## config.mk

```make
export PLATFORM = sky130hd
export DESIGN_NAME = video_clock_output_control
export DESIGN_NICKNAME = d
export VERILOG_FILES = /design/src/rtl/vclk_pkg.sv /design/src/rtl/video_clock_output_control.sv
export SDC_FILE = /design/constraint.sdc
export NUM_CORES = 1
export LEC_CHECK = 0
export BUFFER_PORTS_ARGS = -buffer_cell sky130_fd_sc_hd__clkbuf_2
export CORE_MARGIN = 4
export CORE_UTILIZATION = 50
export CTS_CLUSTER_DIAMETER = 30
export CTS_CLUSTER_SIZE = 30
export DETAILED_ROUTE_END_ITERATION = 10
export GPL_TIMING_DRIVEN = 0
export PLACE_DENSITY = 0.86
export SLEW_MARGIN = 5
export SYNTH_ARGS = -nofsm -noshare
export SYNTH_HDL_FRONTEND = slang
export SYNTH_SLANG_ARGS = --single-unit
```

## constraint.sdc

```tcl
create_clock -name aclk -period 2.15 [get_ports aclk]
set_input_delay 0.215 -clock aclk [delete_from_list [all_inputs] [get_ports aclk]]
set_output_delay 0.215 -clock aclk [all_outputs]
set_load 0.01 [all_outputs]
```

## src/rtl/vclk_pkg.sv

```systemverilog
// Purpose: shared constants for the video clock output control block
// Assumes: AXI4-Lite register access, 32-bit data, byte addresses
// Notes: divider codes select half-period lengths counted in fundamental ticks
package vclk_pkg;
    localparam int CLK_HZ = 25_000_000;
    localparam int DATA_W = 32;
    localparam int ADDR_W = 4;

    // register byte offsets
    localparam logic [ADDR_W-1:0] CTRL_OFS = 4'h0;
    localparam logic [ADDR_W-1:0] RATE_OFS = 4'h4;
    localparam logic [ADDR_W-1:0] STAT_OFS = 4'h8;

    // control field positions
    localparam int CTRL_DIV_LSB = 0;
    localparam int CTRL_DRIVE_BIT = 4;
    localparam int CTRL_OVR_BIT = 8;

    // status field positions
    localparam int STAT_STD_LSB = 0;
    localparam int STAT_OUT_BIT = 8;
    localparam int STAT_DIV_LSB = 9;
    localparam int STAT_TEST_BIT = 12;

    // divider select codes
    localparam logic [1:0] DIV_BY1 = 2'h0;
    localparam logic [1:0] DIV_BY2 = 2'h1;
    localparam logic [1:0] DIV_BY4 = 2'h2;

    // half period minus one, in fundamental ticks
    localparam logic [1:0] HALF_BY1 = 2'h0;
    localparam logic [1:0] HALF_BY2 = 2'h1;
    localparam logic [1:0] HALF_BY4 = 2'h3;

    // reset values
    localparam logic [1:0] DIV_RST = DIV_BY1;
    localparam logic DRIVE_RST = 1'b0;
    localparam logic OVR_RST = 1'b0;
    localparam logic [DATA_W-1:0] RATE_RST = 32'h0000_0000;

    // axi responses
    localparam logic [1:0] RESP_OKAY = 2'h0;
    localparam logic [1:0] RESP_SLVERR = 2'h2;
endpackage

```

## src/rtl/video_clock_output_control.sv

```systemverilog
// Purpose: video sample clock output divider, drive and rate select, serial pin routing
// Assumes: fund_tick marks each fundamental half period, on aclk
// Notes: divider change takes effect at a falling output edge, or at once while the standard select pins read zero
//
// Design decisions made here: the AXI4-Lite register port and the address map.
`timescale 1ns/10ps
module video_clock_output_control #(
    parameter int STD_W = 6
) (
    // clock and reset
    input wire logic aclk,
    input wire logic aresetn,
    // fundamental clock timing
    input wire logic fund_tick,
    // axi4-lite write address
    input wire logic [vclk_pkg::ADDR_W-1:0] s_axi_awaddr,
    input wire logic [2:0] s_axi_awprot,
    input wire logic s_axi_awvalid,
    output logic s_axi_awready,
    // axi4-lite write data
    input wire logic [vclk_pkg::DATA_W-1:0] s_axi_wdata,
    input wire logic [3:0] s_axi_wstrb,
    input wire logic s_axi_wvalid,
    output logic s_axi_wready,
    // axi4-lite write response
    output logic [1:0] s_axi_bresp,
    output logic s_axi_bvalid,
    input wire logic s_axi_bready,
    // axi4-lite read address
    input wire logic [vclk_pkg::ADDR_W-1:0] s_axi_araddr,
    input wire logic [2:0] s_axi_arprot,
    input wire logic s_axi_arvalid,
    output logic s_axi_arready,
    // axi4-lite read data
    output logic [vclk_pkg::DATA_W-1:0] s_axi_rdata,
    output logic [1:0] s_axi_rresp,
    output logic s_axi_rvalid,
    input wire logic s_axi_rready,
    // device pins
    input wire logic [STD_W-1:0] video_standard_select,
    input wire logic test_host_select,
    input wire logic serial_test_clock,
    input wire logic serial_test_data_in,
    input wire logic serial_select,
    output logic serial_test_data_out,
    output logic video_clk_out_a,
    output logic drive_strength_high,
    // synthesis loop side
    output logic [vclk_pkg::DATA_W-1:0] fund_rate,
    output logic fund_rate_custom,
    // serial port users
    input wire logic host_data_out,
    input wire logic test_data_out,
    output logic host_clk_rise,
    output logic test_clk_rise,
    output logic serial_data_in_s,
    output logic serial_select_s,
    output logic test_mode
);
    // elaboration-time refusal of select widths the status word cannot hold
    generate
        if (STD_W < 1 || STD_W > 8) begin : g_bad_std
            $error("STD_W out of range");
        end
    endgenerate

    // pin synchronisers
    logic [STD_W-1:0] std_m_r, std_s_r;
    logic mode_m_r, mode_s_r, sclk_m_r, sclk_s_r, sclk_d_r;
    logic sdin_m_r, sdin_s_r, ssel_m_r, ssel_s_r;
    always_ff @(posedge aclk) begin
        std_m_r <= video_standard_select;
        std_s_r <= std_m_r;
        mode_m_r <= test_host_select;
        mode_s_r <= mode_m_r;
        sclk_m_r <= serial_test_clock;
        sclk_s_r <= sclk_m_r;
        sclk_d_r <= sclk_s_r;
        sdin_m_r <= serial_test_data_in;
        sdin_s_r <= sdin_m_r;
        ssel_m_r <= serial_select;
        ssel_s_r <= ssel_m_r;
    end

    // serial pin routing
    wire sclk_rise = sclk_s_r & ~sclk_d_r;
    wire sdout_nxt = mode_s_r ? test_data_out : host_data_out;
    logic host_rise_r, test_rise_r, sdout_r;
    always_ff @(posedge aclk) begin
        if (!aresetn) begin
            host_rise_r <= 1'b0;
            test_rise_r <= 1'b0;
            sdout_r <= 1'b0;
        end else begin
            host_rise_r <= sclk_rise & ~mode_s_r;
            test_rise_r <= sclk_rise & mode_s_r;
            sdout_r <= sdout_nxt;
        end
    end
    assign host_clk_rise = host_rise_r;
    assign test_clk_rise = test_rise_r;
    assign serial_test_data_out = sdout_r;
    assign serial_data_in_s = sdin_s_r;
    assign serial_select_s = ssel_s_r;
    assign test_mode = mode_s_r;

    // register file
    logic [1:0] div_r;
    logic drive_r, ovr_r;
    logic [vclk_pkg::DATA_W-1:0] rate_r;
    logic aw_held_r, w_held_r, bvalid_r, rvalid_r;
    logic [vclk_pkg::ADDR_W-1:0] awaddr_r;
    logic [vclk_pkg::DATA_W-1:0] wdata_r, rdata_r;
    logic [3:0] wstrb_r;
    logic [1:0] bresp_r, rresp_r;

    assign s_axi_awready = ~aw_held_r & ~bvalid_r;
    assign s_axi_wready = ~w_held_r & ~bvalid_r;
    assign s_axi_arready = ~rvalid_r;
    wire aw_take = s_axi_awvalid & s_axi_awready;
    wire w_take = s_axi_wvalid & s_axi_wready;
    wire ar_take = s_axi_arvalid & s_axi_arready;
    wire wr_en = aw_held_r & w_held_r & ~bvalid_r;
    wire wr_ctrl = wr_en & (awaddr_r[vclk_pkg::ADDR_W-1:2] == vclk_pkg::CTRL_OFS[3:2]);
    wire wr_rate = wr_en & (awaddr_r[vclk_pkg::ADDR_W-1:2] == vclk_pkg::RATE_OFS[3:2]);
    wire wr_stat = wr_en & (awaddr_r[vclk_pkg::ADDR_W-1:2] == vclk_pkg::STAT_OFS[3:2]);
    wire wr_hit = wr_ctrl | wr_rate | wr_stat;

    logic [vclk_pkg::DATA_W-1:0] rate_wr;
    genvar gb;
    generate
        for (gb = 0; gb < 4; gb++) begin : g_lane
            assign rate_wr[gb*8 +: 8] = wstrb_r[gb] ? wdata_r[gb*8 +: 8] : rate_r[gb*8 +: 8];
        end
    endgenerate

    // clock generator state, declared here for status
    logic [1:0] half_r, cnt_r;
    logic out_r;
    wire std_zero = (std_s_r == '0);

    logic [vclk_pkg::DATA_W-1:0] ctrl_word, stat_word;
    always_comb begin
        ctrl_word = '0;
        ctrl_word[vclk_pkg::CTRL_DIV_LSB +: 2] = div_r;
        ctrl_word[vclk_pkg::CTRL_DRIVE_BIT] = drive_r;
        ctrl_word[vclk_pkg::CTRL_OVR_BIT] = ovr_r;
        stat_word = '0;
        stat_word[vclk_pkg::STAT_STD_LSB +: STD_W] = std_s_r;
        stat_word[vclk_pkg::STAT_OUT_BIT] = out_r;
        stat_word[vclk_pkg::STAT_DIV_LSB +: 2] = half_r;
        stat_word[vclk_pkg::STAT_TEST_BIT] = mode_s_r;
    end
    wire [1:0] ra = s_axi_araddr[vclk_pkg::ADDR_W-1:2];
    wire rd_ctrl = (ra == vclk_pkg::CTRL_OFS[3:2]);
    wire rd_rate = (ra == vclk_pkg::RATE_OFS[3:2]);
    wire rd_stat = (ra == vclk_pkg::STAT_OFS[3:2]);
    wire [vclk_pkg::DATA_W-1:0] rd_mux = rd_ctrl ? ctrl_word :
                                        rd_rate ? rate_r : rd_stat ? stat_word : '0;
    wire [1:0] rd_resp = (rd_ctrl | rd_rate | rd_stat) ? vclk_pkg::RESP_OKAY
                                                       : vclk_pkg::RESP_SLVERR;

    always_ff @(posedge aclk) begin
        if (!aresetn) begin
            aw_held_r <= 1'b0;
            w_held_r <= 1'b0;
            bvalid_r <= 1'b0;
            rvalid_r <= 1'b0;
            awaddr_r <= '0;
            wdata_r <= '0;
            wstrb_r <= '0;
            bresp_r <= vclk_pkg::RESP_OKAY;
            rresp_r <= vclk_pkg::RESP_OKAY;
            rdata_r <= '0;
        end else begin
            if (aw_take) begin
                aw_held_r <= 1'b1;
                awaddr_r <= s_axi_awaddr;
            end
            if (w_take) begin
                w_held_r <= 1'b1;
                wdata_r <= s_axi_wdata;
                wstrb_r <= s_axi_wstrb;
            end
            if (wr_en) begin
                aw_held_r <= 1'b0;
                w_held_r <= 1'b0;
                bvalid_r <= 1'b1;
                bresp_r <= wr_hit ? vclk_pkg::RESP_OKAY : vclk_pkg::RESP_SLVERR;
            end else if (s_axi_bready) begin
                bvalid_r <= 1'b0;
            end
            if (ar_take) begin
                rvalid_r <= 1'b1;
                rdata_r <= rd_mux;
                rresp_r <= rd_resp;
            end else if (s_axi_rready) begin
                rvalid_r <= 1'b0;
            end
        end
    end
    assign s_axi_bvalid = bvalid_r;
    assign s_axi_bresp = bresp_r;
    assign s_axi_rvalid = rvalid_r;
    assign s_axi_rdata = rdata_r;
    assign s_axi_rresp = rresp_r;

    // settings, defaults on reset
    always_ff @(posedge aclk) begin
        if (!aresetn) begin
            div_r <= vclk_pkg::DIV_RST;
            drive_r <= vclk_pkg::DRIVE_RST;
            ovr_r <= vclk_pkg::OVR_RST;
            rate_r <= vclk_pkg::RATE_RST;
        end else begin
            if (wr_ctrl && wstrb_r[0]) begin
                div_r <= wdata_r[vclk_pkg::CTRL_DIV_LSB +: 2];
                drive_r <= wdata_r[vclk_pkg::CTRL_DRIVE_BIT];
            end
            if (wr_ctrl && wstrb_r[1]) begin
                ovr_r <= wdata_r[vclk_pkg::CTRL_OVR_BIT];
            end
            if (wr_rate) begin
                rate_r <= rate_wr;
            end
        end
    end
    assign drive_strength_high = drive_r;

    // fundamental rate request to the synthesis loop
    logic [vclk_pkg::DATA_W-1:0] frate_r;
    logic fcustom_r;
    always_ff @(posedge aclk) begin
        if (!aresetn) begin
            frate_r <= '0;
            fcustom_r <= 1'b0;
        end else begin
            frate_r <= ovr_r ? rate_r : vclk_pkg::DATA_W'(std_s_r);
            fcustom_r <= ovr_r;
        end
    end
    assign fund_rate = frate_r;
    assign fund_rate_custom = fcustom_r;

    // output clock divider
    wire [1:0] half_sel = (div_r == vclk_pkg::DIV_BY1) ? vclk_pkg::HALF_BY1 :
                          (div_r == vclk_pkg::DIV_BY2) ? vclk_pkg::HALF_BY2 : vclk_pkg::HALF_BY4;
    always_ff @(posedge aclk) begin
        if (!aresetn) begin
            out_r <= 1'b0;
            cnt_r <= '0;
            half_r <= vclk_pkg::HALF_BY1;
        end else if (std_zero) begin
            out_r <= 1'b0;
            cnt_r <= '0;
            half_r <= half_sel;
        end else if (fund_tick) begin
            if (cnt_r == half_r) begin
                cnt_r <= '0;
                out_r <= ~out_r;
                if (out_r) begin
                    half_r <= half_sel;
                end
            end else begin
                cnt_r <= cnt_r + 2'h1;
            end
        end
    end
    assign video_clk_out_a = out_r;

    std_zero_low_a: assert property (@(posedge aclk) disable iff (!aresetn)
        std_zero |=> !video_clk_out_a) else $error("output not low on zero select");
    reset_dflt_a: assert property (@(posedge aclk)
        !aresetn |=> !video_clk_out_a && !drive_strength_high && !fund_rate_custom)
        else $error("reset defaults wrong");
    drive_cause_a: assert property (@(posedge aclk) disable iff (!aresetn)
        $changed(drive_strength_high) |-> $past(wr_ctrl)) else $error("drive changed unasked");
    div1_toggle_a: assert property (@(posedge aclk) disable iff (!aresetn)
        fund_tick && !std_zero && half_r == vclk_pkg::HALF_BY1 |=> $changed(video_clk_out_a))
        else $error("divide by one missed toggle");
    toggle_cause_a: assert property (@(posedge aclk) disable iff (!aresetn)
        $changed(video_clk_out_a) |-> $past(fund_tick) || $past(std_zero))
        else $error("toggle without tick");
    rate_std_a: assert property (@(posedge aclk) disable iff (!aresetn)
        !ovr_r |=> fund_rate == vclk_pkg::DATA_W'($past(std_s_r)))
        else $error("rate not from select pins");
    rate_ovr_a: assert property (@(posedge aclk) disable iff (!aresetn)
        ovr_r |=> fund_rate == $past(rate_r) && fund_rate_custom)
        else $error("custom rate not applied");
    tdo_route_a: assert property (@(posedge aclk) disable iff (!aresetn)
        mode_s_r |=> serial_test_data_out == $past(test_data_out))
        else $error("test data out not routed");
    clk_route_a: assert property (@(posedge aclk) disable iff (!aresetn)
        host_clk_rise |-> $past(!mode_s_r) && !test_clk_rise)
        else $error("host clock in test mode");
    sclk_edge_a: assert property (@(posedge aclk) disable iff (!aresetn)
        host_clk_rise || test_clk_rise |-> $past(sclk_s_r) && !$past(sclk_s_r, 2))
        else $error("serial edge without clock rise");
endmodule // video_clock_output_control

```

==> run metrics <==
status complete, no violations; critical path arrival 1.93 ns; switching pwr 1.482 mW; GP Congestion 0.8518; post-synthesis adder-cell area fraction 0%; ant diodes 0; cell area after synthesis 0.006122 mm²; Final ANT Viol Nets 0; LEAKAGE 3.464 nW; vias 4,616; FP Rows 40; clock sinks 174; total CTS buffers 17; buffers added on ports 137; Synth Instances 576; post-layout min period 1.615 ns; wire length per cell 16.41 µm; nature of the critical path endpoint flop; clock power share 42.8%; share of layout cells above drive strength 1 25.86%; CP Launch Type flop; Crit Path Category flop to flop; Post-Synth Simple-Gate Area 19.37%; CTS tree yes; sequential share of the synthesized area 56.90%; I/O Pins 152; worst-margin pin slew 0.6236 ns; worst skew pair latency 0.42 ns; Int Power 5.213 mW; endpoints failing setup 0; worst-path fanout max 8; die area 0.01408 mm²; die span in x 118.7 µm; max_slew headroom 58.42%; CP cell instances and4bb_2, buf_4, nand3_2, mux2i_1, nor2b_1; buffers from clock root to sink, at most 2; postcts setup bufs 0; DPL Wire Length 10.75 mm; Routed WL 14.79 mm; Max stage delay cell, worst path dfxtp_1; Synth Area in Compound Gates 10.75%; clk_skew 0.008077 ns; vias in the first global route 4,681; synthesis warning total 0; Final Hold Vio Count 0; final instance area 0.007646 mm²; die height 118.7 µm; syn avg cell area 10.63 µm²; Synth Register Bits 174; area grow syn2layout 24.89%; DR vias/cell 5.123; Core Region 0.01201 mm²; Final Net Count 813; main combinational cell family by area after synthesis simple AND/OR/NAND/NOR gates; Largest stage delay, worst path 0.44 ns; RSZ-0062 raised after global routing no; first-pass GRT wire length 23.62 mm; Req. time, crit path 2.46 ns; initial antenna violation count 0; clock transition at the registers of the reported paths 0.06 ns; Total Neg Setup Slack 0 ns; peak supply drop 0.6040 mV; post-synthesis mux area share 8.502%; DRC 0; sequential share of power 50.5%; area of placed instances 0.006995 mm²; max cap viols 0; htree depth 4; fillers 973; DRT iter0 DRCs 290; sw frac 22.14%; fin crit share 75.13%; Initial Util 50.97%; GRT Total Usage 21.44%; CTS root buf clkbuf_16; Power Dens Cells 875.7 mW/mm²; Tightest Hold Check Type input port to flop; combinational share of power 6.7%; Slew Viols, Final 0; post-synthesis xor/xnor area fraction 0.5722%; DR pass1 iterations 4; largest net degree at the start of global routing 17; Max Clk Rate 0.6191 GHz; gr ovfl total 0; Netlist cell types 40
-- metal layers --
layer / routed length [µm] / vias up / track usage (%)
met4: 374 / 0 / 9.124
met2: 7232 / 151 / 36.23
met3: 854 / 26 / 6.986
met1: 6327 / 2167 / 24.91
met5: 0 / - / 0
li1: - / 2272 / -
-- final timing paths --
path	start	end	slack (ns)	cells past startpoint
setup / recovery	w_held_r$_SDFFE_PP0P_	rate_r[7]$_SDFFE_PN0P_	0.53	5
hold / removal	s_axi_wdata[9]	wdata_r[9]$_SDFFE_PN0P_	0.02	3
setup reg to reg	w_held_r$_SDFFE_PP0P_	rate_r[7]$_SDFFE_PN0P_	0.53	5
hold reg to reg	mode_m_r$_DFF_P_	test_mode$_DFF_P_	0.33	0
-- cell usage in the layout (no fill, tap or decap), types with 4 or more instances in the layout --
master / instances
buf_4: 4
nand2_1: 91
and2_1: 4
nor2b_1: 71
clkbuf_2: 137
clkinv_2: 5
a22oi_1: 27
o211ai_1: 4
clkbuf_8: 4
dlygate4sd3_1: 10
a21boi_0: 38
clkbuf_16: 17
clkbuf_1: 22
a21boi_1: 4
dfxtp_1: 174
o211a_1: 6
and3_1: 27
nor2_1: 5
mux2i_1: 52
buf_2: 12
-- cells by family after synthesis --
kind of cell,count (synthesis)
xor gates and xnor gates,4
other,1
and+or+nand+nor,217
DFF,174
AOI/OAI and AO/OA,86
buffers and inverters,42
muxes,52
-- state kept, by name, indices dropped and copies added, names as in the netlist, 2 cells and up --
| register | flops |
|---|---|
| awaddr_r | 2 |
| cnt_r | 2 |
| div_r | 2 |
| fund_rate | 32 |
| half_r | 2 |
| rate_r | 32 |
| s_axi_rdata | 32 |
| std_m_r | 6 |
| std_s_r | 6 |
| wdata_r | 32 |
| wstrb_r | 4 |
-- synth_stat cells --
cell      instances  share of area (%)
nor3b_1           1               0.12
nand3_4           1               0.29
a21boi_1          4               0.49
a21boi_0         38                4.7
and2_4            1               0.14
nand2b_1          2               0.20
nor3_1            2               0.16
buf_2            12               0.98
inv_1             2               0.12
nor2b_1          71                7.3
buf_6             2               0.37
a21oi_1           2               0.16
and2_1            4               0.41
nand3_1           1              0.082
nand2_1          91                5.6
nand3b_4          1               0.33
a22oi_1          27                3.3
conb_1            1              0.061
nor2_1            5               0.31
nor4_1            1               0.10
a222oi_1          2               0.33
nor3b_4           1               0.31
buf_12            2               0.65
a21bo_2           1               0.16
nand3b_1          2               0.25
mux2i_1          52                8.5
xnor2_1           3               0.43
nand3_2           2               0.33
o211a_1           6               0.98
clkbuf_1         20                1.2
dfxtp_1         174                 57
o211ai_1          4               0.49
o21ai_0           2               0.16
and2b_4           1               0.16
or2b_1            1               0.12
nor3_4            1               0.27
and4bb_2          1               0.20
and3_1           27                2.8
xor2_1            1               0.14
buf_4             4               0.49
-- metrics by stage --
stage	hold slack [ns]	setup slack, ns	utilization, %	cells	total power, mW
floorplan	0.2427	0.7685	-	577	3.699
global placement	0.3110	0.5079	58.24	861	3.866
detailed placement	0.3121	0.5005	58.24	861	3.887
CTS	0.009987	0.5259	63.66	901	6.745
global route	0.02745	0.3785	63.66	901	6.926
finish	0.01979	0.5347	63.66	901	6.696
-- power by group through the flow --
stage          Clock, mW  Sequential [mW]  Combinational, mW
6_report            2.86             3.38              0.451
3_3_place_gp           0             3.45              0.421
4_1_cts             2.91             3.38              0.455
5_1_grt             3.04             3.39              0.497
2_1_floorplan          0             3.45              0.251
3_5_place_dp           0             3.45              0.436
-- area by class of cell --
class                      instances  area (µm²)  share of cell area [%]
tap                              147       183.9                   2.405
buffer                            40       227.7                   2.978
clock buffer                      23       488.0                   6.382
multi-input combinational        361        2407                   31.48
sequential                       174        3483                   45.56
timing repair buffer             147       785.8                   10.28
clock inverter                     7       62.56                  0.8182
inverter                           2       7.507                 0.09818
-- critical path, delay by kind of cell (launching register included) --
family	cells	cell delay, ns
AND/OR/NAND/NOR	3	0.63
multiplexers	1	0.28
flip-flops	1	0.44
buffers and inverters	1	0.15
-- repair_timing --
action	4_1_cts	5_1_grt
endpoints found under the hold margin	10	0
hold buffers	10	0
resized for setup	0	0
(Power assumes the default switching activity.)
